**src/hw/sci_chan_pkg.sv**
```systemverilog
// constants for the multimode serial channel clocking block
package sci_chan_pkg;
  // ************************************************************
  // register byte offsets
  // ************************************************************
  localparam logic [7:0] OFF_MODE      = 8'h00;
  localparam logic [7:0] OFF_CTRL      = 8'h04;
  localparam logic [7:0] OFF_SMART_CARD_MODE_REG      = 8'h08;
  localparam logic [7:0] OFF_MODULATION_DUTY_REG      = 8'h0C;
  localparam logic [7:0] OFF_EXTMODE   = 8'h10;
  localparam logic [7:0] OFF_CMPDATA   = 8'h14;
  localparam logic [7:0] OFF_CMPCTRL   = 8'h18;
  localparam logic [7:0] OFF_PORTMON   = 8'h1C;
  localparam logic [7:0] OFF_TIMING    = 8'h20;
  localparam logic [7:0] OFF_COLLCLK   = 8'h24;
  localparam logic [7:0] OFF_TX_HIGH   = 8'h28;
  localparam logic [7:0] OFF_TX_LOW    = 8'h2C;
  localparam logic [7:0] OFF_TX_COMB   = 8'h30;
  localparam logic [7:0] OFF_RX_HIGH   = 8'h34;
  localparam logic [7:0] OFF_RX_LOW    = 8'h38;
  localparam logic [7:0] OFF_RX_COMB   = 8'h3C;
  localparam logic [7:0] OFF_IRQ_STAT  = 8'h40;
  localparam logic [7:0] OFF_IRQ_EN    = 8'h44;
  localparam logic [7:0] OFF_IRQ_CLR   = 8'h48;
  localparam logic [7:0] OFF_STATUS    = 8'h4C;
  // ************************************************************
  // field positions
  // ************************************************************
  localparam int MODE_CHR_POS   = 6;  // char_length_bit
  localparam int MODE_CKS_LO    = 0;  // clock_prescaler_field
  localparam int MODE_SEL_LO    = 2;  // operating mode select (3 bits)
  localparam int CTRL_CKE_LO    = 0;
  localparam int SMART_CARD_MODE_REG_SMART_CARD_INTERFACE_SELECT_POS  = 0;
  localparam int SMART_CARD_MODE_REG_CHAR_LENGTH_EXT_BIT_POS  = 4;  // char_length_ext_bit
  localparam int EXT_ASYNC_CLOCK_SOURCE_SELECT_POS   = 0;
  localparam int EXT_BASIC_CLOCK_SELECT_POS   = 4;
  localparam int EXT_DOUBLE_SPEED_SELECT_POS   = 6;
  localparam int CMP_EN_POS     = 0;
  localparam int COLL_BCCS_LO   = 4;
  // ************************************************************
  // reset values
  // ************************************************************
  localparam logic [7:0]  RST_MODE  = 8'h00;
  localparam logic [7:0]  RST_CTRL  = 8'h00;
  localparam logic [7:0]  RST_SMART_CARD_MODE_REG  = 8'hF2;  // ext length bit set: 8-bit
  localparam logic [7:0]  RST_MODULATION_DUTY_REG  = 8'hFF;
  localparam logic [7:0]  RST_EXT   = 8'h00;
  localparam logic [15:0] RST_CMP   = 16'h0000;
  localparam logic [7:0]  RST_BYTE  = 8'h00;
  localparam logic [7:0]  RST_COLL  = 8'h00;  // a permitted setting
  // ************************************************************
  // channel features and modes
  // ************************************************************
  localparam int NUM_IRQ = 2;
  localparam int IRQ_MATCH = 0;
  localparam int IRQ_RXFULL = 1;
  typedef enum logic [2:0] {
    MODE_ASYNC = 3'd0, MODE_SYNC = 3'd1, MODE_SCARD = 3'd2,
    MODE_I2C   = 3'd3, MODE_SPI  = 3'd4
  } op_mode_e;
  typedef enum logic [2:0] {
    CLK_BRG = 3'b001, CLK_EXT = 3'b010, CLK_TMR = 3'b100
  } clk_src_e;
endpackage

```
**src/hw/sci_chan.sv**
```systemverilog
// serial channel clock selection, length decode and register file
//
// The APB register port and the register addresses were left to the implementer.
`timescale 1ns/1ps
module sci_chan
  import sci_chan_pkg::*;
#(
  parameter bit       HAS_TMR_CLK   = 1'b1,
  parameter bit       HAS_MATCH     = 1'b1,
  parameter bit [1:0] TMR_SEL_A     = 2'd0,
  parameter bit [1:0] TMR_SEL_B     = 2'd1
) (
  // clock and reset
  input  wire logic        clk_in,
  input  wire logic        rst_n_in,
  // apb slave
  input  wire logic        psel_in,
  input  wire logic        penable_in,
  input  wire logic        pwrite_in,
  input  wire logic [7:0]  paddr_in,
  input  wire logic [31:0] pwdata_in,
  output logic [31:0]      prdata_out,
  output logic             pready_out,
  output logic             pslverr_out,
  // serial clock pin
  input  wire logic        sck_in,
  output logic             sck_out,
  output logic             sck_oe_out,
  // timer compare-match sources
  input  wire logic [3:0]  tmr_match_in,
  // received character from the shifter
  input  wire logic        rx_valid_in,
  input  wire logic [8:0]  rx_data_in,
  // status towards the shifter
  output logic [3:0]       char_bits_out,
  output logic             bit_tick_out,
  output logic             coll_tick_out,
  output logic [8:0]       tx_data_out,
  // interrupt
  output logic             irq_out
);
  import sci_chan_pkg::*;

  // ************************************************************
  // registers
  // ************************************************************
  logic [7:0]  mode_q, ctrl_q, smart_card_mode_reg_q, modulation_duty_reg_q, ext_q, cmpctl_q, portmon_q;
  logic [7:0]  timing_q, coll_q, irq_en_q;
  logic [15:0] cmp_q;
  logic [8:0]  tx_q, rx_q;
  logic [NUM_IRQ-1:0] irq_stat_q;
  logic        wr_en, rd_en;
  logic [31:0] rdata_d;
  op_mode_e    op_mode;

  assign wr_en = psel_in && penable_in && pwrite_in;
  assign rd_en = psel_in && !penable_in && !pwrite_in;

  function automatic logic [3:0] char_len(input logic ext, input logic chr,
                                          input op_mode_e m);
    if (m != MODE_ASYNC) return 4'd8;
    unique case ({ext, chr})
      2'b10:   return 4'd8;
      2'b11:   return 4'd7;
      default: return 4'd9;
    endcase
  endfunction

  always_comb begin
    unique case (mode_q[MODE_SEL_LO +: 3])
      3'd1:    op_mode = MODE_SYNC;
      3'd2:    op_mode = MODE_SCARD;
      3'd3:    op_mode = MODE_I2C;
      3'd4:    op_mode = MODE_SPI;
      default: op_mode = MODE_ASYNC;
    endcase
  end

  // ************************************************************
  // register writes
  // ************************************************************
  always_ff @(posedge clk_in or negedge rst_n_in) begin
    if (!rst_n_in) begin
      mode_q    <= RST_MODE;
      ctrl_q    <= RST_CTRL;
      smart_card_mode_reg_q    <= RST_SMART_CARD_MODE_REG;
      modulation_duty_reg_q    <= RST_MODULATION_DUTY_REG;
      ext_q     <= RST_EXT;
      cmp_q     <= RST_CMP;
      cmpctl_q  <= RST_BYTE;
      portmon_q <= RST_BYTE;
      timing_q  <= RST_BYTE;
      coll_q    <= RST_COLL;
      irq_en_q  <= RST_BYTE;
      tx_q      <= 9'h000;
    end else if (wr_en) begin
      unique case (paddr_in)
        OFF_MODE:    mode_q    <= pwdata_in[7:0];
        OFF_CTRL:    ctrl_q    <= pwdata_in[7:0];
        OFF_SMART_CARD_MODE_REG:    smart_card_mode_reg_q    <= pwdata_in[7:0];
        OFF_MODULATION_DUTY_REG:    modulation_duty_reg_q    <= pwdata_in[7:0];
        OFF_EXTMODE: ext_q     <= pwdata_in[7:0];
        OFF_CMPDATA: cmp_q     <= pwdata_in[15:0];
        OFF_CMPCTRL: cmpctl_q  <= pwdata_in[7:0];
        OFF_PORTMON: portmon_q <= pwdata_in[7:0];
        OFF_TIMING:  timing_q  <= pwdata_in[7:0];
        OFF_COLLCLK: coll_q    <= pwdata_in[7:0];
        OFF_IRQ_EN:  irq_en_q  <= pwdata_in[7:0];
        OFF_TX_HIGH: tx_q[8]   <= pwdata_in[0];
        OFF_TX_LOW:  tx_q[7:0] <= pwdata_in[7:0];
        OFF_TX_COMB: tx_q      <= pwdata_in[8:0];
        default: ;
      endcase
    end
  end

  // ************************************************************
  // receive capture and interrupts
  // ************************************************************
  logic match_ev;
  assign match_ev = HAS_MATCH && cmpctl_q[CMP_EN_POS] && rx_valid_in
                    && (rx_data_in == cmp_q[8:0]);

  always_ff @(posedge clk_in or negedge rst_n_in) begin
    if (!rst_n_in)
      rx_q <= 9'h000;
    else if (rx_valid_in)
      rx_q <= rx_data_in;
  end

  // set wins over clear
  always_ff @(posedge clk_in or negedge rst_n_in) begin
    if (!rst_n_in) begin
      irq_stat_q <= '0;
    end else begin
      for (int i = 0; i < NUM_IRQ; i++) begin
        if ((i == IRQ_MATCH && match_ev) || (i == IRQ_RXFULL && rx_valid_in))
          irq_stat_q[i] <= 1'b1;
        else if (wr_en && paddr_in == OFF_IRQ_CLR && pwdata_in[i])
          irq_stat_q[i] <= 1'b0;
      end
    end
  end

  always_ff @(posedge clk_in or negedge rst_n_in) begin
    if (!rst_n_in)
      irq_out <= 1'b0;
    else
      irq_out <= |(irq_stat_q & irq_en_q[NUM_IRQ-1:0]);
  end

  // ************************************************************
  // apb read path
  // ************************************************************
  always_comb begin
    rdata_d = 32'h0000_0000;
    unique case (paddr_in)
      OFF_MODE:     rdata_d[7:0]  = mode_q;
      OFF_CTRL:     rdata_d[7:0]  = ctrl_q;
      OFF_SMART_CARD_MODE_REG:     rdata_d[7:0]  = smart_card_mode_reg_q;
      OFF_MODULATION_DUTY_REG:     rdata_d[7:0]  = modulation_duty_reg_q;
      OFF_EXTMODE:  rdata_d[7:0]  = ext_q;
      OFF_CMPDATA:  rdata_d[15:0] = cmp_q;
      OFF_CMPCTRL:  rdata_d[7:0]  = cmpctl_q;
      OFF_PORTMON:  rdata_d[7:0]  = {portmon_q[7:1], sck_in};
      OFF_TIMING:   rdata_d[7:0]  = timing_q;
      OFF_COLLCLK:  rdata_d[7:0]  = coll_q;
      OFF_TX_HIGH:  rdata_d[0]    = tx_q[8];
      OFF_TX_LOW:   rdata_d[7:0]  = tx_q[7:0];
      OFF_TX_COMB:  rdata_d[8:0]  = tx_q;
      OFF_RX_HIGH:  rdata_d[0]    = rx_q[8];
      OFF_RX_LOW:   rdata_d[7:0]  = rx_q[7:0];
      OFF_RX_COMB:  rdata_d[8:0]  = rx_q;
      OFF_IRQ_STAT: rdata_d[NUM_IRQ-1:0] = irq_stat_q;
      OFF_IRQ_EN:   rdata_d[7:0]  = irq_en_q;
      OFF_STATUS:   rdata_d[7:0]  = {char_bits_out, 1'b0, op_mode};
      default:      rdata_d = 32'h0000_0000;
    endcase
  end

  always_ff @(posedge clk_in or negedge rst_n_in) begin
    if (!rst_n_in) begin
      prdata_out  <= 32'h0000_0000;
      pready_out  <= 1'b0;
      pslverr_out <= 1'b0;
    end else begin
      pready_out  <= psel_in && !penable_in;
      pslverr_out <= 1'b0;
      if (rd_en)
        prdata_out <= rdata_d;
    end
  end

  // ************************************************************
  // baud generator, peripheral bus clock domain
  // ************************************************************
  logic [1:0]  cks;
  logic [1:0]  cke;
  logic        double_speed_select, basic_clock_select, async_clock_source_select, is_async;
  logic [13:0] brg_cnt_q;
  logic [13:0] brg_lim;
  logic [13:0] brg_full;
  logic        brg_tick;
  assign cks      = mode_q[MODE_CKS_LO +: 2];
  assign cke      = ctrl_q[CTRL_CKE_LO +: 2];
  assign double_speed_select     = ext_q[EXT_DOUBLE_SPEED_SELECT_POS];
  assign basic_clock_select     = ext_q[EXT_BASIC_CLOCK_SELECT_POS];
  assign async_clock_source_select     = ext_q[EXT_ASYNC_CLOCK_SOURCE_SELECT_POS];
  assign is_async = (op_mode == MODE_ASYNC) && !smart_card_mode_reg_q[SMART_CARD_MODE_REG_SMART_CARD_INTERFACE_SELECT_POS];
  // divide by (modulation_duty_reg << 2*cks) + 1, the shifted value halved in double speed
  // full width keeps the largest prescale shift from wrapping
  assign brg_full = 14'({6'd0, modulation_duty_reg_q}) << (2 * cks);
  assign brg_lim  = double_speed_select ? brg_full >> 1 : brg_full;

  always_ff @(posedge clk_in or negedge rst_n_in) begin
    if (!rst_n_in)
      brg_cnt_q <= 14'd0;
    else if (brg_cnt_q >= brg_lim)
      brg_cnt_q <= 14'd0;
    else
      brg_cnt_q <= brg_cnt_q + 14'd1;
  end
  assign brg_tick = (brg_cnt_q >= brg_lim);

  // ************************************************************
  // clock source selection and pin direction
  // ************************************************************
  clk_src_e    src;
  logic        tmr_clk, sck_prev_q, ext_edge, base_tick;
  assign tmr_clk  = tmr_match_in[TMR_SEL_A] & tmr_match_in[TMR_SEL_B];
  always_comb begin
    if (!cke[1])
      src = CLK_BRG;
    else if (is_async && async_clock_source_select && HAS_TMR_CLK)
      src = CLK_TMR;
    else
      src = CLK_EXT;
  end

  logic ext_lvl;
  assign ext_lvl = (src == CLK_TMR) ? tmr_clk : sck_in;
  always_ff @(posedge clk_in or negedge rst_n_in) begin
    if (!rst_n_in)
      sck_prev_q <= 1'b1;  // pin idles high: no false edge after reset
    else
      sck_prev_q <= ext_lvl;
  end
  // external clock already runs at 16x or 8x in async, 2x when not async; each rising edge is one base tick
  assign ext_edge  = ext_lvl && !sck_prev_q;
  assign base_tick = (src == CLK_BRG) ? brg_tick : ext_edge;

  // bit clock: base/16, or base/8 with basic clock select, in async; base/2 when not async
  logic [3:0] os_cnt_q;
  logic [3:0] os_lim;
  logic       bit_end;
  assign os_lim  = (is_async && !basic_clock_select) ? 4'd15 : (is_async ? 4'd7 : 4'd1);
  assign bit_end = base_tick && (os_cnt_q >= os_lim);
  always_ff @(posedge clk_in or negedge rst_n_in) begin
    if (!rst_n_in)
      os_cnt_q <= 4'd0;
    else if (bit_end)
      os_cnt_q <= 4'd0;
    else if (base_tick)
      os_cnt_q <= os_cnt_q + 4'd1;
  end

  always_ff @(posedge clk_in or negedge rst_n_in) begin
    if (!rst_n_in) begin
      sck_out    <= 1'b0;
      sck_oe_out <= 1'b0;
    end else begin
      if (is_async)
        sck_oe_out <= (src == CLK_BRG) && cke[0];
      else
        sck_oe_out <= !cke[1];
      if (base_tick && os_cnt_q == (os_lim >> 1))
        sck_out <= 1'b1;
      else if (bit_end)
        sck_out <= 1'b0;
    end
  end

  // ************************************************************
  // collision clock divider
  // ************************************************************
  logic [1:0] bccs;
  logic [2:0] coll_div;
  logic [1:0] coll_cnt_q;
  assign bccs = coll_q[COLL_BCCS_LO +: 2];
  always_comb begin
    if (double_speed_select && cks == 2'b00)
      coll_div = (bccs == 2'b00) ? 3'd2 : 3'd4;
    else
      coll_div = (bccs == 2'b00) ? 3'd1 : (bccs == 2'b01 ? 3'd2 : 3'd4);
  end
  always_ff @(posedge clk_in or negedge rst_n_in) begin
    if (!rst_n_in) begin
      coll_cnt_q    <= 2'd0;
      coll_tick_out <= 1'b0;
    end else begin
      coll_tick_out <= 1'b0;
      if (base_tick) begin
        if ({1'b0, coll_cnt_q} >= coll_div - 3'd1) begin
          coll_cnt_q    <= 2'd0;
          coll_tick_out <= 1'b1;
        end else begin
          coll_cnt_q <= coll_cnt_q + 2'd1;
        end
      end
    end
  end

  // ************************************************************
  // shifter-facing outputs
  // ************************************************************
  always_ff @(posedge clk_in or negedge rst_n_in) begin
    if (!rst_n_in) begin
      char_bits_out <= 4'd8;
      bit_tick_out  <= 1'b0;
      tx_data_out   <= 9'h000;
    end else begin
      char_bits_out <= char_len(smart_card_mode_reg_q[SMART_CARD_MODE_REG_CHAR_LENGTH_EXT_BIT_POS], mode_q[MODE_CHR_POS], op_mode);
      bit_tick_out  <= bit_end;
      tx_data_out   <= tx_q;
    end
  end
endmodule // sci_chan

```
**config.mk**
```make
export PLATFORM = sky130hd
export DESIGN_NAME = sci_chan
export DESIGN_NICKNAME = d
export VERILOG_FILES = /design/src/hw/sci_chan_pkg.sv /design/src/hw/sci_chan.sv
export SDC_FILE = /design/constraint.sdc
export NUM_CORES = 1
export LEC_CHECK = 0
export ABC_AREA = 1
export BUFFER_PORTS_ARGS = -buffer_cell sky130_fd_sc_hd__buf_2
export CAP_MARGIN = 20
export CORE_MARGIN = 1.5
export CORE_UTILIZATION = 50
export DETAILED_ROUTE_END_ITERATION = 8
export HOLD_SLACK_MARGIN = 0.08
export MAX_ROUTING_LAYER = met4
export PLACE_DENSITY = 0.8
export SYNTH_ARGS = -nofsm -noshare
export SYNTH_HDL_FRONTEND = slang
export SYNTH_SLANG_ARGS = --single-unit
```
**constraint.sdc**
```tcl
create_clock -name clk_in -period 4.4 [get_ports clk_in]
set_input_delay 0.22 -clock clk_in [delete_from_list [all_inputs] [get_ports clk_in]]
set_output_delay 0.22 -clock clk_in [all_outputs]
set_load 0.01 [all_outputs]
```
# Word-level counts from Yosys, hierarchy flattened
# Index checks and enable logic that the tools add are counted.
word_totals:
  register_bits: 172
  out_inout_bits: 52
  elab_cells: 153
op_classes:
  bitwise: 2
  order_cmp: 3
  n_mux: 35
  n_reduce_logical: 49
  shifts: 1
  eq_ne: 30
  n_addsub: 4
op_table:
  columns: ["cell", "count"]
  rows:
  - ["one-hot mux 6 bit (14 select lines)", 1]
  - ["equality test 8 x 6 -> 1 bit, second input constant", 8]
  - ["equality test 8 x 5 -> 1 bit, second input constant", 4]
  - ["equality test 8 x 7 -> 1 bit, second input constant", 4]
  - ["2-to-1 mux 14 bit", 2]
  - ["AND reduction 2 bit", 13]
  - ["2-to-1 mux 3 bit", 7]
  - ["2-to-1 mux 4 bit", 5]
  - ["logical AND 1 bit", 17]
  - ["one-hot mux 1 bit (17 select lines)", 1]
  - ["equality test 8 x 4 -> 1 bit, second input constant", 2]
  - ["one-hot mux 1 bit (15 select lines)", 1]
  - ["adder 14 x 1 -> 14 bit, second input constant", 1]
  - ["greater-or-equal comparator 14 bit", 1]
  - ["<< shifter 8 x 3 -> 14 bit", 1]
  - ["2-to-1 mux 1 bit", 12]
  - ["one-hot mux 3 bit (4 select lines)", 1]
  - ["nonzero test 2 bit", 5]
  - ["equality test 9 bit", 1]
  - ["equality test 8 x 3 -> 1 bit, second input constant", 1]
  - ["zero test 8 bit", 1]
  - ["one-hot mux 4 bit (2 select lines)", 1]
  - ["2-to-1 mux 7 bit", 1]
  - ["equality test 3 x 1 -> 1 bit, second input constant", 2]
  - ["20 further kinds", 31]

# Longest topological paths before layout
depth:
  ltp_word: 14
  mapped_depth: 18
  ltp_nobuf: 17

# Worst setup path before layout
# OpenSTA, ideal clock, no wires.
synth_path:
  path_type: "flip-flop to flip-flop"
  start: "register mode_q[0]"
  end: "register sck_out"
  arrival_time_ns: 2.343
  path_buffers: 2
  stages_incl_launch_ff: 17
  slack_ns: 1.940
  required_time_ns: 4.283
  period_less_slack_ns: 2.460
  path_cell_list: "dfrtp_1 -> buf_2 -> buf_1 -> o21ai_0 -> o21ai_0 -> o21ai_0 -> ha_1 -> nand2_1 -> nor2_1 -> and2_1 -> nand2_1 -> nand3_1 -> nand2_1 -> nand2_2 -> nand2_1 -> nand2_1 -> nand2_1"
synth_between:
  elab_chain_cells: 6
synth_rtl:
  columns: ["item", "line_no", "rtl"]
  rows:
  - ["start: declaration", "sci_chan.sv:47", "logic [7:0] mode_q, ctrl_q, smart_card_mode_reg_q, modulation_duty_reg_q, ext_q, cmpctl_q, portmon_q;"]
  - ["start signal: assignment", "sci_chan.sv:98", "OFF_MODE: mode_q <= pwdata_in[7:0];"]
  - ["<< shifter 8 x 3 -> 14 bit *", "sci_chan.sv:212", "assign brg_full = 14'({6'd0, modulation_duty_reg_q}) << (2 * cks);"]
  - ["2-to-1 mux 14 bit *", "sci_chan.sv:213", "assign brg_lim = double_speed_select ? brg_full >> 1 : brg_full;"]
  - ["greater-or-equal comparator 14 bit *", "sci_chan.sv:223", "assign brg_tick = (brg_cnt_q >= brg_lim);"]
  - ["2-to-1 mux 1 bit *", "sci_chan.sv:250", "assign base_tick = (src == CLK_BRG) ? brg_tick : ext_edge;"]
  - ["logical AND 1 bit, on equally long branches", "sci_chan.sv:276, sci_chan.sv:257", null]
  - ["2-to-1 mux 1 bit or nonzero test 2 bit (tied branches)", null, null]
  - ["end signal: assignment", "sci_chan.sv:269", "sck_out <= 1'b0;"]
  - ["end signal: assignment", "sci_chan.sv:277", "sck_out <= 1'b1;"]
  - ["end signal: assignment", "sci_chan.sv:279", "sck_out <= 1'b0;"]
  - ["end: declaration", "sci_chan.sv:27", "output logic sck_out,"]
# Every way passes the cells marked *; elsewhere a longest branch is shown, timed or not.
# A chain may end at the register's enable or synchronous reset.

# Worst setup path in the final report
layout_path:
  start: "register mode_q[0]"
  end: "register os_cnt_q[3]"
layout_between:
  elab_chain_cells: 6
layout_rtl:
  columns: ["item", "line_no", "rtl"]
  rows:
  - ["<< shifter 8 x 3 -> 14 bit *", "sci_chan.sv:212", null]
  - ["2-to-1 mux 14 bit *", "sci_chan.sv:213", null]
  - ["greater-or-equal comparator 14 bit *", "sci_chan.sv:223", null]
  - ["2-to-1 mux 1 bit *", "sci_chan.sv:250", null]
  - ["logical AND 1 bit", "sci_chan.sv:257", "assign bit_end = base_tick && (os_cnt_q >= os_lim);"]
  - ["2-to-1 mux 4 bit or nonzero test 2 bit (tied branches)", null, null]
  - ["end signal: assignment", "sci_chan.sv:264", "os_cnt_q <= os_cnt_q + 4'd1;"]
  - ["end: declaration", "sci_chan.sv:253", "logic [3:0] os_cnt_q;"]
# Marks and branches as above.

==> summary.md <==
| Metric | Value |
|---|---|
| Worst Hold Class | in2reg |
| Placer Congestion | 0.958 |
| Antenna Nets Post-Route | 0 |
| Clock Skews | 0.0104 ns |
| N_diodes | 0 |
| Setup Fix Bufs, Post-CTS | 0 |
| Critical path endpoint category | flip-flop |
| Iter 0 DRT Violations | 956 |
| Global route overflow | 0 |
| DRC | 0 |
| Avg Inst Size Synth | 8.02 sq um |
| Final setup fails | 0 |
| CP Class | reg2reg |
| Die area | 0.0182 sq mm |
| Slew at the pin closest to its max-slew limit | 0.959 ns |
| Die Span X | 135 um |
| Worst-path clk slew | 0.08 ns |
| Slew margin rel. | 0.361 |
| H-tree depth | 4 |
| Crit path launch type | flip-flop |
| Yosys top cell area share | 0.446 |
| Maximum number of pins on one net before global-route repair | 106 |
| CP arrival | 3.74 ns |
| Initial antenna violation count | 0 |
| Post-synthesis async set-or-reset flop share | 1.00 |
| Input/output buffers | 76 |
| Fraction of layout cells with a size suffix above 1 | 0.135 |
| Period utilization | 0.765 |
| # rows | 48 |
| Via density | 5.51 |
| # resized after CTS | 0 |
| PnR worst setup slack | 1.04 ns |
| Gr usage total | 0.265 |
| Power density over the cells | 364 mW/mm^2 |
| Total Wirelength | 22500 um |
| Yosys warning total | 0 |
| RSZ-0062 raised after global routing | no |
| First-pass GRT wire length | 36200 um |
| # IOs | 112 |
| # nets final | 1240 |
| Wire per inst | 16.1 um |
| Top_reg_cell synth | dfrtp_1 |
| WP data required | 4.77 ns |
| Post-synth EDFFs | 0 |
| Post-synthesis sequential area ratio | 0.491 |
| P&R area growth vs syn | 13.8% |
| Slew Viols, Final | 0 |
| Synth top area cells | dfrtp_1 (45%), nand2_1 (16%), o21ai_0 (5.9%), dfstp_2 (4.5%), nand3_1 (4.3%) |
| LEAKAGE | 0.00497 uW |
| Post-Place Setup Slack | 1.15 ns |
| Clock Path Buffers | 2 |
| Cell variety after synth | 39 |
| Setup TNS | 0 ns |
| Core ar. | 0.0171 sq mm |
| Vias | 7709 |
| Status | finished, final reports clean |
| Util after Layout | 0.578 |
| Initial core utilization | 0.508 |
| Pre-antenna DRT Iters | 5 |
| Die Y | 135 um |
| Max cap viols | 0 |
| HPWL Detailed | 15300 um |
| Crit Path Max Fanout | 18 |
| Minimum clock period | 3.36 ns |
| CTS Root Cell | clkbuf_16 |
| Final Hold Fails | 0 |
| Peak Freq | 297 MHz |
| Clock tree from TritonCTS | built |
| Most frequent cells in the layout | nand2_1 (367), dfrtp_1 (155), o21ai_0 (103), inv_1 (81), buf_2 (75) |
| Yosys top cell by area | dfrtp_1 |
| Fillers | 1490 |
| Worst vdd ir | 0.000247 V |
| Clk_lat worst skew | 0.44 ns |
| Commonest non-fill, non-tap cell in the layout | nand2_1 |
| Vias in the first global route | 7138 |
| Number of synthesized register bits | 170 |
| Mapped Area | 0.00870 sq mm |
| Post-Syn Instances | 1084 |
| CTS hold repair buffers | 19 |
| CTS Sinks | 170 |
| Total clock buffers created by CTS | 17 |
| R2r setup slk | 1.04 ns |
-- final cells by class --
type                       count  area (sq um)  area share
sequential                   170          4270       0.432
inverter                      83           312      0.0315
multi-input combinational    788          3800       0.384
timing repair buffer         100           614      0.0621
tap                          225           282      0.0284
clock buffer                  18           439      0.0444
clock inverter                14           178      0.0179
-- critical path: stages (launching register included) --
cell and delay [ns]:
dfrtp_1 0.68, o21ai_0 0.27, o21ai_0 0.33, nand2_1 0.09, o21ai_0 0.10, ha_1 0.27
nand2_1 0.11, nor2_1 0.05, nand2_1 0.07, nand3_1 0.09, nand2_1 0.07, nand3_1 0.46
nand2_1 0.31, nand2_2 0.17, inv_2 0.12, nand2_1 0.06, nand2_1 0.06
-- synthesized netlist by cell type, types with 3 or more instances --
cell type / number
nand2_1: 367
dfrtp_1: 155
o21ai_0: 103
inv_1: 81
nand3_1: 74
nor2_1: 62
a21oi_1: 23
buf_4: 20
ha_1: 20
o21ai_1: 20
nand4_1: 19
clkbuf_1: 17
dfstp_2: 15
buf_2: 13
nor3_1: 13
xnor2_1: 11
buf_6: 8
nand2_2: 7
o31ai_1: 7
xor2_1: 7
nor2_2: 6
nand2_4: 5
mux2i_1: 4
nand3b_1: 3
nor2_4: 3
or2_2: 3
-- routing by layer --
| metal | vias up | share of wire | routed length [um] | GRT usage |
|---|---|---|---|---|
| li1 | 3625 | - | - | - |
| met1 | 3651 | 0.42 | 9400 | 0.340 |
| met5 | - | 0 | 0 | - |
| met3 | 73 | 0.082 | 1840 | 0.0578 |
| met2 | 360 | 0.47 | 10500 | 0.409 |
| met4 | 0 | 0.034 | 760 | 0.109 |
-- through the flow --
step	total power [uW]	std cells	cell area, sq um	hold WS, ns
global placement	2030	1347	9090	0.396
CTS	3610	1398	9900	0.0951
floorplan	1930	1100	8760	-0.0756
finish	3600	1398	9900	0.109
detailed placement	2040	1347	9090	0.399
global route	3730	1398	9900	0.106
-- logic make-up after synthesis --
group / count (synthesis) / share of synthesized area
buffers and inverters: 142 / 0.0787
multiplexers: 4 / 0.00460
flip-flops: 170 / 0.491
XOR/XNOR: 18 / 0.0181
other: 1 / 0.000431
adder cells (fa/ha/maj): 20 / 0.0288
AO/OA/AOI/OAI: 161 / 0.0968
AND/OR/NAND/NOR: 568 / 0.281
-- power breakdown --
group | total [uW] | switching, uW | leakage [uW] | internal [uW]
Combinational | 347 | 221 | 0.00244 | 126
Sequential | 1680 | 57.9 | 0.00223 | 1630
Clock | 1570 | 694 | 0.000297 | 879
Total | 3600 | 972 | 0.00497 | 2630
-- worst paths after layout --
path | cells after the start | start | to
worst max-delay path | 16 | mode_q[0] | os_cnt_q[3]
worst max register to register | 16 | mode_q[0] | os_cnt_q[3]
max in group asynchronous | 3 | rst_n_in | smart_card_mode_reg_q[1]
min in group asynchronous | 2 | rst_n_in | tx_q[0]
worst min-delay path | 3 | pwdata_in[0] | tx_q[8]
worst min register to register | 0 | tx_q[4] | tx_data_out[4]
-- flip-flops by register name (all words and copies together), names as in the netlist, 4 cells and up --
name                   flops
brg_cnt_q                 14
cmp_q                     16
cmpctl_q                   8
coll_q                     8
ctrl_q                     8
ext_q                      8
irq_en_q                   8
mode_q                     8
modulation_duty_reg_q      8
os_cnt_q                   4
portmon_q                  7
prdata_out                16
rx_q                       9
smart_card_mode_reg_q      8
timing_q                   8
tx_data_out                9
tx_q                       9
(Power assumes the default switching activity.)
